## src/gdc_pkg.sv

```systemverilog
// Constants, field layout and carrier types for the gate driver control registers.
// Assumes a single 50 MHz clock; all timing counts below derive from its period.
`default_nettype none

package gdc_pkg;

  // ----------------------------------------------------------------
  // Serial frame layout
  // ----------------------------------------------------------------
  localparam int DATA_W = 11;    // Register data width
  localparam int ADDR_W = 4;     // Register address width
  localparam int FRAME_W = 16;   // Bits in one serial frame
  localparam int HDR_BITS = 5;   // Read flag plus address

  // ----------------------------------------------------------------
  // Register addresses and reset values
  // ----------------------------------------------------------------
  localparam logic [3:0] ADDR_LS = 4'h6;     // low_side_drive_strength
  localparam logic [3:0] ADDR_GD = 4'h7;     // gate_drive_settings
  localparam logic [3:0] ADDR_OP = 4'h9;     // chip_operation_control
  localparam logic [10:0] LS_RST = 11'h344;
  localparam logic [10:0] GD_RST = 11'h216;
  localparam logic [10:0] OP_RST = 11'h020;
  localparam logic [10:0] LS_WMASK = 11'h3ff;  // Bit 10 reserved, reads zero
  localparam logic [10:0] OP_STMASK = 11'h7f9; // Sleep and clear are not stored

  // ----------------------------------------------------------------
  // Field positions
  // ----------------------------------------------------------------
  localparam int LS_TIME_LSB = 8;
  localparam int LS_SINK_LSB = 4;
  localparam int LS_SRC_LSB = 0;
  localparam int GD_PUMP_BIT = 10;
  localparam int GD_FREE_BIT = 9;
  localparam int GD_MODE_LSB = 7;
  localparam int GD_DEAD_LSB = 4;
  localparam int GD_BLANK_LSB = 2;
  localparam int GD_FILT_LSB = 0;
  localparam int OP_THERM_BIT = 10;
  localparam int OP_UV2_BIT = 9;
  localparam int OP_DRV_BIT = 8;
  localparam int OP_CLAMP_BIT = 7;
  localparam int OP_WD_LSB = 5;
  localparam int OP_OCP_BIT = 4;
  localparam int OP_WDEN_BIT = 3;
  localparam int OP_SLEEP_BIT = 2;
  localparam int OP_CLR_BIT = 1;
  localparam int OP_PUV_BIT = 0;

  // ----------------------------------------------------------------
  // Analog set points carried as plain numbers
  // ----------------------------------------------------------------
  localparam int PUMP_FAST_KHZ = 518;
  localparam int PUMP_SLOW_KHZ = 452;
  localparam int PUMP_UV_HI_MV = 4900;
  localparam int PUMP_UV_LO_MV = 4600;
  localparam int SINK_MA[5] = '{20, 60, 500, 1000, 1250};
  localparam int SRC_MA[3] = '{10, 50, 250};

  // ----------------------------------------------------------------
  // Times and their cycle counts
  // ----------------------------------------------------------------
  localparam int CLK_PERIOD_PS = 20000;
  localparam int TIME_NS[4] = '{220, 440, 880, 1780};
  localparam int DEAD_NS[8] = '{35, 52, 88, 440, 880, 1760, 3520, 5280};
  localparam int SENSE_NS[4] = '{0, 1750, 3500, 7000};
  localparam int WD_MS[4] = '{10, 20, 50, 100};
  localparam int WD_TICK_NS = 1000000;
  localparam int WD_TICK_CYC = WD_TICK_NS / (CLK_PERIOD_PS / 1000);

  // Least time in whole cycles, rounded up; zero stays zero
  function automatic int ns2cyc(input int ns);
    if (ns == 0)
    begin
      return 0;
    end
    return (ns * 1000 + CLK_PERIOD_PS - 1) / CLK_PERIOD_PS;
  endfunction : ns2cyc

  // ----------------------------------------------------------------
  // Types
  // ----------------------------------------------------------------
  typedef enum logic [1:0] {
    GDC_SIX_IN = 2'b00,
    GDC_THREE_IN = 2'b01,
    GDC_ONE_IN = 2'b10
  } gdc_scheme_t;

  typedef struct packed {
    logic readReq;
    logic [3:0] addr;
    logic [10:0] data;
  } gdc_frame_t;

  typedef struct packed {
    logic [6:0] srcTimeCyc;
    logic [10:0] sinkMa;
    logic [7:0] srcMa;
    logic [9:0] pumpKhz;
    gdc_scheme_t scheme;
    logic freewheelActive;
    logic [8:0] deadCyc;
    logic [8:0] blankCyc;
    logic [8:0] filterCyc;
    logic thermalEn;
    logic ampClamp;
    logic [12:0] pumpUvMv;
  } gdc_cfg_t;

endpackage : gdc_pkg

`default_nettype wire

```

## src/gdc_spi_slave.sv

```systemverilog
// Serial port slave: 16-bit frames, read flag, 4-bit address, 11-bit data.
// Assumes pins synchronous to clk; sclk idles low, data sampled on its fall.
`timescale 1ns/10ps
`default_nettype none

module gdc_spi_slave
  import gdc_pkg::*;
(
  input wire logic clk,
  input wire logic sys_rst,
  input wire logic sclk,
  input wire logic scsN,
  input wire logic sdi,
  output logic sdo,
  output logic sdoOe,
  output logic [3:0] rdAddr,
  input wire logic [10:0] rdData,
  output logic frameValid,
  output gdc_frame_t frame
);

  // ----------------------------------------------------------------
  // Edge detection
  // ----------------------------------------------------------------
  logic sclkPrev_ff;    // Last sampled clock pin
  logic csPrev_ff;      // Last sampled select pin
  logic [15:0] rxShift_ff; // Incoming bits, newest at bit 0
  logic [10:0] txShift_ff; // Outgoing read data
  logic [4:0] bitCnt_ff;   // Saturates at 17 to mark an overlong frame
  logic sdo_ff;
  logic valid_ff;
  gdc_frame_t frame_ff;
  logic sclkRise;
  logic sclkFall;

  assign sclkRise = sclk & ~sclkPrev_ff;
  assign sclkFall = ~sclk & sclkPrev_ff;

  // Pin history
  always_ff @(posedge clk)
  begin
    if (sys_rst)
    begin
      sclkPrev_ff <= 1'b0;
      csPrev_ff <= 1'b1;
    end
    else
    begin
      sclkPrev_ff <= sclk;
      csPrev_ff <= scsN;
    end
  end

  // ----------------------------------------------------------------
  // Receive side
  // ----------------------------------------------------------------
  always_ff @(posedge clk)
  begin
    if (sys_rst || scsN)
    begin
      bitCnt_ff <= 5'h00;
      rxShift_ff <= 16'h0000;
    end
    else if (sclkFall)
    begin
      rxShift_ff <= {rxShift_ff[14:0], sdi};
      // Saturate so a long frame is never mistaken for a good one
      bitCnt_ff <= (bitCnt_ff == 5'h11) ? bitCnt_ff : bitCnt_ff + 5'h01;
    end
  end

  // ----------------------------------------------------------------
  // Transmit side: read data goes out after the header
  // ----------------------------------------------------------------
  assign rdAddr = rxShift_ff[3:0];

  always_ff @(posedge clk)
  begin
    if (sys_rst || scsN)
    begin
      txShift_ff <= 11'h000;
      sdo_ff <= 1'b0;
    end
    else if (sclkRise && bitCnt_ff == 5'(HDR_BITS))
    begin
      // Header complete: load the addressed register, first bit out
      txShift_ff <= {rdData[9:0], 1'b0};
      sdo_ff <= rdData[10];
    end
    else if (sclkRise && bitCnt_ff > 5'(HDR_BITS))
    begin
      sdo_ff <= txShift_ff[10];
      txShift_ff <= {txShift_ff[9:0], 1'b0};
    end
  end

  assign sdo = sdo_ff;
  assign sdoOe = ~scsN;

  // ----------------------------------------------------------------
  // Frame hand-off on select release, exactly 16 bits only
  // ----------------------------------------------------------------
  always_ff @(posedge clk)
  begin
    if (sys_rst)
    begin
      valid_ff <= 1'b0;
      frame_ff <= '0;
    end
    else
    begin
      valid_ff <= scsN && !csPrev_ff && bitCnt_ff == 5'(FRAME_W);
      if (scsN && !csPrev_ff)
      begin
        frame_ff <= rxShift_ff;
      end
    end
  end

  assign frameValid = valid_ff;
  assign frame = frame_ff;

endmodule : gdc_spi_slave

`default_nettype wire

```

## src/gdc_regs.sv

```systemverilog
// Gate driver control register bank behind the serial port, with watchdog,
// sleep entry, fault clear and decoded configuration for the analog core.
// Assumes raw fault inputs and wake input synchronous to clk at 50 MHz.
`timescale 1ns/10ps
`default_nettype none

// What this block does
// - Low source time field, four times, resets 3
// - Low sink current field decodes, resets 0x4
// - Low source current field decodes, resets 0x4
// - Pump frequency bit picks centre and spread
// - Freewheel bit, resets one, single-input only
// - Drive scheme: six, three or one input
// - Dead time field, eight times, resets 001
// - Overcurrent blanking field, resets 01
// - Overcurrent deglitch field, resets 10
// - Thermal shutdown polarity depends on grade
// - Bit 9 disables supply undervoltage 2 fault
// - Bit 8 disables gate drive faults
// - Bit 7 enables amplifier output clamp
// - Watchdog timeout field, resets 01
// - Bit 4 disables shunt overcurrent fault
// - Bit 3 enables host watchdog, resets clear
// - Writing one to bit 2 sleeps
// - Writing one to bit 1 clears faults
// - Bit 0 selects pump undervoltage threshold
// - Registers read/write, default on reset, sleep
module gdc_regs
  import gdc_pkg::*;
#(
  parameter int MS_TICK_CYC = WD_TICK_CYC
)
(
  input wire logic clk,
  input wire logic sys_rst,
  input wire logic sclk,
  input wire logic scsN,
  input wire logic sdi,
  output logic sdo,
  output logic sdoOe,
  input wire logic extendedGrade,
  input wire logic wakeReq,
  input wire logic supplyUv2Raw,
  input wire logic driveFaultRaw,
  input wire logic shuntOcpRaw,
  output logic supplyUv2Fault,
  output logic driveFault,
  output logic shuntOcpFault,
  output logic watchdogFault,
  output logic faultClear,
  output logic asleep,
  output gdc_cfg_t cfg
);

  // ----------------------------------------------------------------
  // Serial port
  // ----------------------------------------------------------------
  logic frameValid;      // One-cycle pulse per good frame
  gdc_frame_t frame;     // Captured frame
  logic [3:0] rdAddr;    // Address seen mid-frame
  logic [10:0] rdData;   // Read mux result

  gdc_spi_slave u_spi (
    .clk(clk),
    .sys_rst(sys_rst),
    .sclk(sclk),
    .scsN(scsN),
    .sdi(sdi),
    .sdo(sdo),
    .sdoOe(sdoOe),
    .rdAddr(rdAddr),
    .rdData(rdData),
    .frameValid(frameValid),
    .frame(frame)
  );

  // ----------------------------------------------------------------
  // Register state
  // ----------------------------------------------------------------
  logic [10:0] ls_ff;        // low_side_drive_strength
  logic [10:0] gd_ff;        // gate_drive_settings
  logic [10:0] op_ff;        // chip_operation_control, stored bits
  logic faultClear_ff;       // Self-clearing clear bit
  logic asleep_ff;           // Device asleep
  logic wrStrobe;            // Write frame accepted
  logic sleepEntry;          // Write asks for sleep

  // Writes are refused while asleep; reads still answer
  assign wrStrobe = frameValid && !frame.readReq && !asleep_ff;
  assign sleepEntry = wrStrobe && frame.addr == ADDR_OP && frame.data[OP_SLEEP_BIT];

  // Register write and defaults; sleep entry wins over the data written
  always_ff @(posedge clk)
  begin
    if (sys_rst || sleepEntry)
    begin
      ls_ff <= LS_RST;
      gd_ff <= GD_RST;
      op_ff <= OP_RST;
    end
    else if (wrStrobe)
    begin
      unique case (frame.addr)
        ADDR_LS:
        begin
          ls_ff <= frame.data & LS_WMASK;
        end
        ADDR_GD:
        begin
          gd_ff <= frame.data;
        end
        ADDR_OP:
        begin
          op_ff <= frame.data & OP_STMASK;
        end
        default:
        begin
          // Unmapped address: write ignored
        end
      endcase
    end
  end

  // Sleep state, left only by the wake input
  always_ff @(posedge clk)
  begin
    if (sys_rst)
    begin
      asleep_ff <= 1'b0;
    end
    else if (sleepEntry)
    begin
      asleep_ff <= 1'b1;
    end
    else if (wakeReq)
    begin
      asleep_ff <= 1'b0;
    end
  end

  // Fault clear pulse lasts one cycle, then the bit reads zero again
  always_ff @(posedge clk)
  begin
    if (sys_rst)
    begin
      faultClear_ff <= 1'b0;
    end
    else
    begin
      faultClear_ff <= wrStrobe && frame.addr == ADDR_OP && frame.data[OP_CLR_BIT];
    end
  end

  // Read mux; unmapped addresses read zero
  always_comb
  begin
    unique case (rdAddr)
      ADDR_LS:
      begin
        rdData = ls_ff;
      end
      ADDR_GD:
      begin
        rdData = gd_ff;
      end
      ADDR_OP:
      begin
        rdData = op_ff;
        rdData[OP_SLEEP_BIT] = asleep_ff;
        rdData[OP_CLR_BIT] = faultClear_ff;
      end
      default:
      begin
        rdData = 11'h000;
      end
    endcase
  end

  // ----------------------------------------------------------------
  // Watchdog
  // ----------------------------------------------------------------
  logic [15:0] tickCnt_ff;   // Divider for the 1 ms enable
  logic msTick;              // One-cycle pulse per millisecond
  logic [6:0] wdCnt_ff;      // Milliseconds since last access
  logic [6:0] wdLimit;       // Selected timeout in ms
  logic wdEnable;
  logic wdExpire;
  logic wdFault_ff;

  assign msTick = tickCnt_ff == 16'(MS_TICK_CYC - 1);
  assign wdEnable = op_ff[OP_WDEN_BIT] && !asleep_ff;

  // Millisecond divider runs only while the watchdog is armed
  always_ff @(posedge clk)
  begin
    if (sys_rst || !wdEnable || msTick)
    begin
      tickCnt_ff <= 16'h0000;
    end
    else
    begin
      tickCnt_ff <= tickCnt_ff + 16'h0001;
    end
  end

  // Timeout lookup
  always_comb
  begin
    wdLimit = 7'h00;
    for (int k = 0; k < 4; k++)
    begin
      if (op_ff[OP_WD_LSB +: 2] == 2'(k))
      begin
        wdLimit = 7'(WD_MS[k]);
      end
    end
  end

  assign wdExpire = wdEnable && msTick && wdCnt_ff == wdLimit - 7'h01;

  // Any good frame restarts the count; the host must keep it fed
  always_ff @(posedge clk)
  begin
    if (sys_rst || !wdEnable || frameValid || wdExpire)
    begin
      wdCnt_ff <= 7'h00;
    end
    else if (msTick)
    begin
      wdCnt_ff <= wdCnt_ff + 7'h01;
    end
  end

  // Latched fault; a new expiry beats a clear in the same cycle
  always_ff @(posedge clk)
  begin
    if (sys_rst)
    begin
      wdFault_ff <= 1'b0;
    end
    else if (wdExpire)
    begin
      wdFault_ff <= 1'b1;
    end
    else if (faultClear_ff)
    begin
      wdFault_ff <= 1'b0;
    end
  end

  // ----------------------------------------------------------------
  // Fault gating toward the protection logic
  // ----------------------------------------------------------------
  logic uv2_ff;
  logic drv_ff;
  logic ocp_ff;

  // Disabled faults neither detect nor report
  always_ff @(posedge clk)
  begin
    if (sys_rst)
    begin
      uv2_ff <= 1'b0;
      drv_ff <= 1'b0;
      ocp_ff <= 1'b0;
    end
    else
    begin
      uv2_ff <= supplyUv2Raw && !op_ff[OP_UV2_BIT];
      drv_ff <= driveFaultRaw && !op_ff[OP_DRV_BIT];
      ocp_ff <= shuntOcpRaw && !op_ff[OP_OCP_BIT];
    end
  end

  // ----------------------------------------------------------------
  // Configuration decode, registered once for clean outputs
  // ----------------------------------------------------------------
  gdc_cfg_t nxt_cfg;
  gdc_cfg_t cfg_ff;

  always_comb
  begin
    nxt_cfg = '0;
    for (int k = 0; k < 4; k++)
    begin
      if (ls_ff[LS_TIME_LSB +: 2] == 2'(k))
      begin
        nxt_cfg.srcTimeCyc = 7'(ns2cyc(TIME_NS[k]));
      end
      if (gd_ff[GD_BLANK_LSB +: 2] == 2'(k))
      begin
        nxt_cfg.blankCyc = 9'(ns2cyc(SENSE_NS[k]));
      end
      if (gd_ff[GD_FILT_LSB +: 2] == 2'(k))
      begin
        nxt_cfg.filterCyc = 9'(ns2cyc(SENSE_NS[k]));
      end
    end
    for (int k = 0; k < 8; k++)
    begin
      if (gd_ff[GD_DEAD_LSB +: 3] == 3'(k))
      begin
        nxt_cfg.deadCyc = 9'(ns2cyc(DEAD_NS[k]));
      end
    end
    // Sink current: unlisted codes give the 60 mA step
    unique case (ls_ff[LS_SINK_LSB +: 4])
      4'h0: nxt_cfg.sinkMa = 11'(SINK_MA[0]);
      4'h8: nxt_cfg.sinkMa = 11'(SINK_MA[2]);
      4'ha: nxt_cfg.sinkMa = 11'(SINK_MA[3]);
      4'hb: nxt_cfg.sinkMa = 11'(SINK_MA[4]);
      default: nxt_cfg.sinkMa = 11'(SINK_MA[1]);
    endcase
    // Source current: unlisted codes give the 50 mA step
    unique case (ls_ff[LS_SRC_LSB +: 4])
      4'h0: nxt_cfg.srcMa = 8'(SRC_MA[0]);
      4'h8: nxt_cfg.srcMa = 8'(SRC_MA[2]);
      default: nxt_cfg.srcMa = 8'(SRC_MA[1]);
    endcase
    nxt_cfg.pumpKhz = gd_ff[GD_PUMP_BIT] ? 10'(PUMP_SLOW_KHZ) : 10'(PUMP_FAST_KHZ);
    // Code 11 behaves as six independent inputs
    unique case (gd_ff[GD_MODE_LSB +: 2])
      2'b01: nxt_cfg.scheme = GDC_THREE_IN;
      2'b10: nxt_cfg.scheme = GDC_ONE_IN;
      default: nxt_cfg.scheme = GDC_SIX_IN;
    endcase
    nxt_cfg.freewheelActive = gd_ff[GD_FREE_BIT] && gd_ff[GD_MODE_LSB +: 2] == 2'b10;
    // Same bit, opposite sense on the extended grade
    nxt_cfg.thermalEn = extendedGrade ? op_ff[OP_THERM_BIT] : !op_ff[OP_THERM_BIT];
    nxt_cfg.ampClamp = op_ff[OP_CLAMP_BIT];
    nxt_cfg.pumpUvMv = op_ff[OP_PUV_BIT] ? 13'(PUMP_UV_LO_MV) : 13'(PUMP_UV_HI_MV);
  end

  // Configuration register
  always_ff @(posedge clk)
  begin
    if (sys_rst)
    begin
      cfg_ff <= '0;
    end
    else
    begin
      cfg_ff <= nxt_cfg;
    end
  end

  // ----------------------------------------------------------------
  // Outputs
  // ----------------------------------------------------------------
  assign cfg = cfg_ff;
  assign supplyUv2Fault = uv2_ff;
  assign driveFault = drv_ff;
  assign shuntOcpFault = ocp_ff;
  assign watchdogFault = wdFault_ff;
  assign faultClear = faultClear_ff;
  assign asleep = asleep_ff;
endmodule : gdc_regs

`default_nettype wire

```

## config.mk

```make
export PLATFORM = sky130hd
export DESIGN_NAME = gdc_regs
export DESIGN_NICKNAME = d
export VERILOG_FILES = /design/src/gdc_pkg.sv /design/src/gdc_spi_slave.sv /design/src/gdc_regs.sv
export SDC_FILE = /design/constraint.sdc
export NUM_CORES = 1
export LEC_CHECK = 0
export BUFFER_PORTS_ARGS = -buffer_cell sky130_fd_sc_hd__buf_2
export CAP_MARGIN = 20
export CORE_UTILIZATION = 61
export DETAILED_ROUTE_END_ITERATION = 6
export PLACE_DENSITY = 0.9
export SLEW_MARGIN = 20
export SYNTH_ARGS = -nofsm -noshare
export SYNTH_HDL_FRONTEND = slang
export SYNTH_HIERARCHICAL = 1
export SYNTH_SLANG_ARGS = --single-unit
```

## constraint.sdc

```tcl
create_clock -name clk -period 4 [get_ports clk]
set_clock_uncertainty 0.15 [all_clocks]
set_input_delay 0.4 -clock clk [delete_from_list [all_inputs] [get_ports clk]]
set_output_delay 0.4 -clock clk [all_outputs]
set_load 0.03 [all_outputs]
```

Word level (Yosys, flattened, before mapping)
Index checks and enable logic that the tools add are counted.
- register bits: 191
- input port bits: 10
- output and inout bits: 89
- logic and storage cells: 177
- add/subtract/negate cells: 4
- order comparisons: 1
- equality and inequality tests: 36
- muxes and demuxes: 37
- bitwise gates (word level): 6
- reductions and logical operators: 51
- operators by type and width (operator ; count):
    9-bit two-way mux ; 11
    7-bit two-way mux ; 8
    11-bit case mux with 4 select lines ; 1
    11-bit case mux with 3 select lines ; 1
    4-bit equality test (second input constant) ; 6
    11-bit two-way mux ; 2
    10-bit two-way mux ; 2
    2-bit equality test (second input constant) ; 9
    16-bit by 1-bit adder with 16-bit output (second input constant) ; 1
    16-bit equality test (second input constant) ; 1
    4-bit by 3-bit equality test with 1-bit output (second input constant) ; 4
    1-bit logical AND ; 16
    8-bit case mux with 2 select lines ; 1
    3-bit equality test (second input constant) ; 4
    2-bit by 1-bit equality test with 1-bit output (second input constant) ; 5
    5-bit equality test (second input constant) ; 2
    1-bit zero test ; 8
    4-bit zero test ; 2
    4-bit two-way mux ; 2
    2-bit AND reduction ; 4
    2-bit OR reduction ; 4
    7-bit by 1-bit adder with 7-bit output (second input constant) ; 1
    7-bit equality test ; 1
    1-bit two-way mux ; 7
    other kinds (18) ; 32

Depth between registers and ports, before layout
- depth after elaboration: 9
- mapped depth: 8
- depth with buffers taken out: 7

Hierarchy
The synthesis kept the hierarchy.
- modules (own cells, without submodules) (module ; instances ; cells an instance ; area an instance (µm²) ; seq. area each (µm²)):
    gdc_regs ; 1 ; 455 ; 4329.2 ; 2102.0
    gdc_spi_slave ; 1 ; 235 ; 2014.4 ; 1021.0

Worst setup path after synthesis
Ideal clock, no wire load.
- path kind: register -> register
- from: register asleep_ff, in the netlist asleep
- to: register ls_ff[2]
- library setup time: 0.139 ns
- data arrival time: 1.913 ns
- data required time: 3.711 ns
- slack: 1.799 ns
- cell stages (with the launch flop): 6
- buffers on the path: 1
- clock period less this slack: 2.201 ns
- cells stage by stage: dfxtp_1 > or3b_2 > nor4_2 > buf_2 > mux2i_1 > nand2_1
- longest elaborated chain between the ends: 5
- elaborated cells between the ends (all ways): 6
- classes of those cells: reduce/logical (6)
- ends and longest elaborated chain (item ; line ; text):
    start: declaration ; gdc_regs.sv:84 ; logic asleep_ff;
    start signal: assignment ; gdc_regs.sv:129 ; asleep_ff <= 1'b0;
    start signal: assignment ; gdc_regs.sv:133 ; asleep_ff <= 1'b1;
    start signal: assignment ; gdc_regs.sv:137 ; asleep_ff <= 1'b0;
    1-bit zero test * ; gdc_regs.sv:89 ; assign wrStrobe = frameValid && !frame.readReq && !asleep_ff;
    1-bit logical AND * ; gdc_regs.sv:89 ;
    1-bit logical AND (2 in series) ; gdc_regs.sv:90 ; assign sleepEntry = wrStrobe && frame.addr == ADDR_OP && frame.data[OP_SLEEP_BIT];
    1-bit logical OR ; gdc_regs.sv:95 ; if (sys_rst || sleepEntry)
    end signal: assignment ; gdc_regs.sv:106 ; ls_ff <= frame.data & LS_WMASK;
    end: declaration ; gdc_regs.sv:80 ; logic [10:0] ls_ff;
Mark *: on every way between the ends. The rest lies on a longest branch, timed or not.
A chain may end at the register's enable or synchronous reset.

Final worst setup path
- from: register asleep_ff, in the netlist asleep
- to: register ls_ff[3]
The elaborated chain is that of the path after synthesis.

==> metrics.md <==
| Metric | Value |
|---|---|
| Core region area | 0.00991 mm^2 |
| Worst Setup End Kind | register |
| Residual DRC | 0 |
| Synth Flop Type | dfxtp_1 |
| Post-DP HPWL | 9140 um |
| Die width | about 100 um |
| Skew-Pair Late Insertion Delay | ~0.54 ns |
| Final setup fails | 0 |
| ANT nets after route | 0 |
| CTS buffer count | 17 |
| Total clock sinks | around 160 |
| Final total power | around 3.4 mW |
| CTS tree | done |
| Number of DRC markers in iteration 0 | 550 |
| Gr usage total | approximately 27% |
| Worst-case clock buffer depth | 2 |
| Initial Utilization | 64.0% |
| Top Layer Used | met4 |
| Vias per inst | a little under 6 |
| Family with the most delay on the worst path | simple AND/OR/NAND/NOR gates |
| Slew headroom | between 40% and 50% |
| Max Fclk | ~0.38 GHz |
| Worst path max stage delay | 0.63 ns |
| Ports | about 100 |
| Crit. path cell count | 5 |
| Fin cells | between 800 and 900 |
| Worst path cell trace | or3b_2 > nand2b_1 > inv_1 > a21o_1 > nor2_1 |
| Critical path's slowest cell | a21o_1 |
| Pre-CTS setup slack | about 1.5 ns |
| CP startpoint kind | register |
| Drt wl/cell | roughly 16 um |
| Yosys top cell by area | dfxtp_1 |
| Grt total ovfl | 0 |
| Layout cells sized above 1 | 18.4% |
| Post-synth top cells | 156 x dfxtp_1, 107 x nand2_1, 60 x a21oi_1 |
| Critical Path Fanout Max | 21 |
| Setup ws final | approximately 1.4 ns |
| Clock transition at path regs | ~0.06 ns |
| Leak Pwr | 3.06 nW |
| Period utilization | between 60 and 70% |
| H-tree Lvls | 4 |
| Ys Warns | 6 |
| Min Tclk post-route | 2.61 ns |
| Synthesized flop and latch total | between 150 and 200 |
| WL met3 | 1340 um |
| Post-CTS Repair Setup Buffers | 0 |
| Critical path type | register to register |
| RSZ-0062 raised after global routing | false |
| WL met1 | around 5600 um |
| Max-cap violations | 0 |
| Ys async rst share | 0% |
| Die ar. | 0.0108 mm^2 |
| Top cell type's share of synthesized area | about half |
| Pins over their slew limit | 0 |
| Status | finished, final reports clean |
| Setup_tns | 0 ns |
| Post-layout net count | roughly 770 |
| Worst Reg-to-Reg Cells | 5 |
| Post-synth EDFFs | 0 |
| Cells after DPL | 856 |
| Hold Vio Cnt, Final | 0 |
| Row count | 36 |
| Worst-Margin Slew | a little under 0.9 ns |
| Synth Instances | 690 |
| Vias in the first global route | ~4900 |
| Hold depth | 2 |
| DIE HEIGHT | between 100 and 150 um |
| Area grow syn2layout | 14.2% |
| Most frequent cell after synthesis | dfxtp_1 |
| Seq/Total Area, Yosys | ~50% |
| Mapped cell area | ~0.0063 mm^2 |
| GP Congestion | a little under 0.9 |
| Max VDD drop | between 0.0002 and 0.0003 V |
| Port buffer count | 87 |
| CP required | 4.24 ns |
| WL final | approximately 14000 um |
| Via count | 5181 |
| Root Buffer | clkbuf_8 |
| HP Class | input port to register |
| Worst endpoint data arrival time | approximately 2.9 ns |
| Metal2 WL | approximately 7000 um |
| Antenna cells | 0 |
| Pre-Repair DR Iteration Count | 6 |
| Syn_area_per_cell | roughly 9 um^2 |
| Bufs and invs on worst path | 1 |
| PwrDens | between 400 and 500 mW/mm^2 |
| Fill cells | roughly 650 |
| Pin count of the biggest net entering global routing | 43 |
| Distinct cells, synth | 60 |
| First-pass GRT wire length | around 23000 um |
| Initial antenna violation count | 0 |
| Largest cells by area after synthesis | dfxtp_1 49%, nand2_1 6.3%, buf_4 4.9% |
[layer usage]
| layer | track usage (%) | vias up |
|---|---|---|
| met5 | 0 | - |
| met4 | 13.3 | 0 |
| met3 | 7.46 | 45 |
| met2 | 45.3 | 307 |
| met1 | 31.6 | 2423 |
| li1 | - | 2406 |
[layout by cell type (no fill, tap or decap), types with 14 or more instances in the layout]
cell type / count
nor2b_1: 16
nor2_1: 51
mux2i_1: 29
clkbuf_16: 16
inv_1: 21
xor2_1: 15
buf_2: 87
dfxtp_1: 156
a21oi_1: 60
ha_1: 15
nand2_1: 107
nand3_1: 14
[final cells by class]
class / count / area, um^2 / share of cell area, %
Inverter: 23 / 86.3 / 1.19
Multi-Input combinational cell: 451 / 2730 / 37.6
Clock inverter: 12 / 188 / 2.59
Sequential cell: 156 / 3120 / 43.1
Timing Repair Buffer: 98 / 531 / 7.32
Clock buffer: 20 / 425 / 5.87
Tap cell: 133 / 166 / 2.30
[sequential cells by signal (all words and copies together) (netlist names), 5 cells and up]
| name | cells |
|---|---|
| u_spi/frame | 16 |
| ls_ff | 10 |
| u_spi/bitCnt_ff | 5 |
| op_ff | 9 |
| u_spi/txShift_ff | 10 |
| wdCnt_ff | 7 |
| tickCnt_ff | 16 |
| cfg | 46 |
| gd_ff | 11 |
| u_spi/rxShift_ff | 16 |
[per-stage QoR]
stage / hold WS (ns) / cell area [um^2] / util [%]
after floorplan: 0.270 / 6380 / -
after global placement: 0.284 / 6580 / 66.4
after detailed placement: 0.300 / 6580 / 66.4
after CTS: 0.0111 / 7240 / 73.1
after global routing: 0.00520 / 7240 / 73.1
final: 0.0237 / 7240 / 73.1
[worst reg2reg max path: cells and delay by family (launching register included)]
family	cells	cell delay [ns]
AND/OR/NAND/NOR	3	0.98
AO/OA/AOI/OAI	1	0.63
buffers and inverters	1	0.36
flip-flops	1	0.35
[worst paths after layout]
kind                                            from              endpoint  slack (ns)
worst max-delay path                          asleep              ls_ff[3]        1.39
worst min register to register  u_spi/rxShift_ff[15]  u_spi/rxShift_ff[15]        0.31
worst min-delay path                     shuntOcpRaw         shuntOcpFault        0.02
worst max register to register                asleep              ls_ff[3]        1.39
[cells by family (layout without fill, tap and decap cells)]
| group | count (synthesis) | after routing | synth area share (%) |
|---|---|---|---|
| AOI/OAI and AO/OA | 103 | 103 | 10.1 |
| xor gates and xnor gates | 27 | 27 | 3.73 |
| adders and majority gates | 15 | 15 | 2.96 |
| buffers and inverters | 93 | 153 | 8.40 |
| DFF | 156 | 156 | 49.2 |
| muxes | 29 | 29 | 4.58 |
| other | 1 | 11 | 0.0591 |
| and+or+nand+nor | 266 | 266 | 21.0 |
[timing repair]
action / in CTS / in global routing
resized for setup: 0 / 0
endpoints found under the hold margin: 5 / 0
hold buffers: 5 / 0
[power breakdown]
group / leakage [nW] / switching (mW) / internal [mW]
sequential: 1.26 / 0.00558 / 1.57
clock: 0.284 / 0.647 / 1.02
combinational: 1.51 / 0.0958 / 0.0285
(Power assumes the default switching activity.)
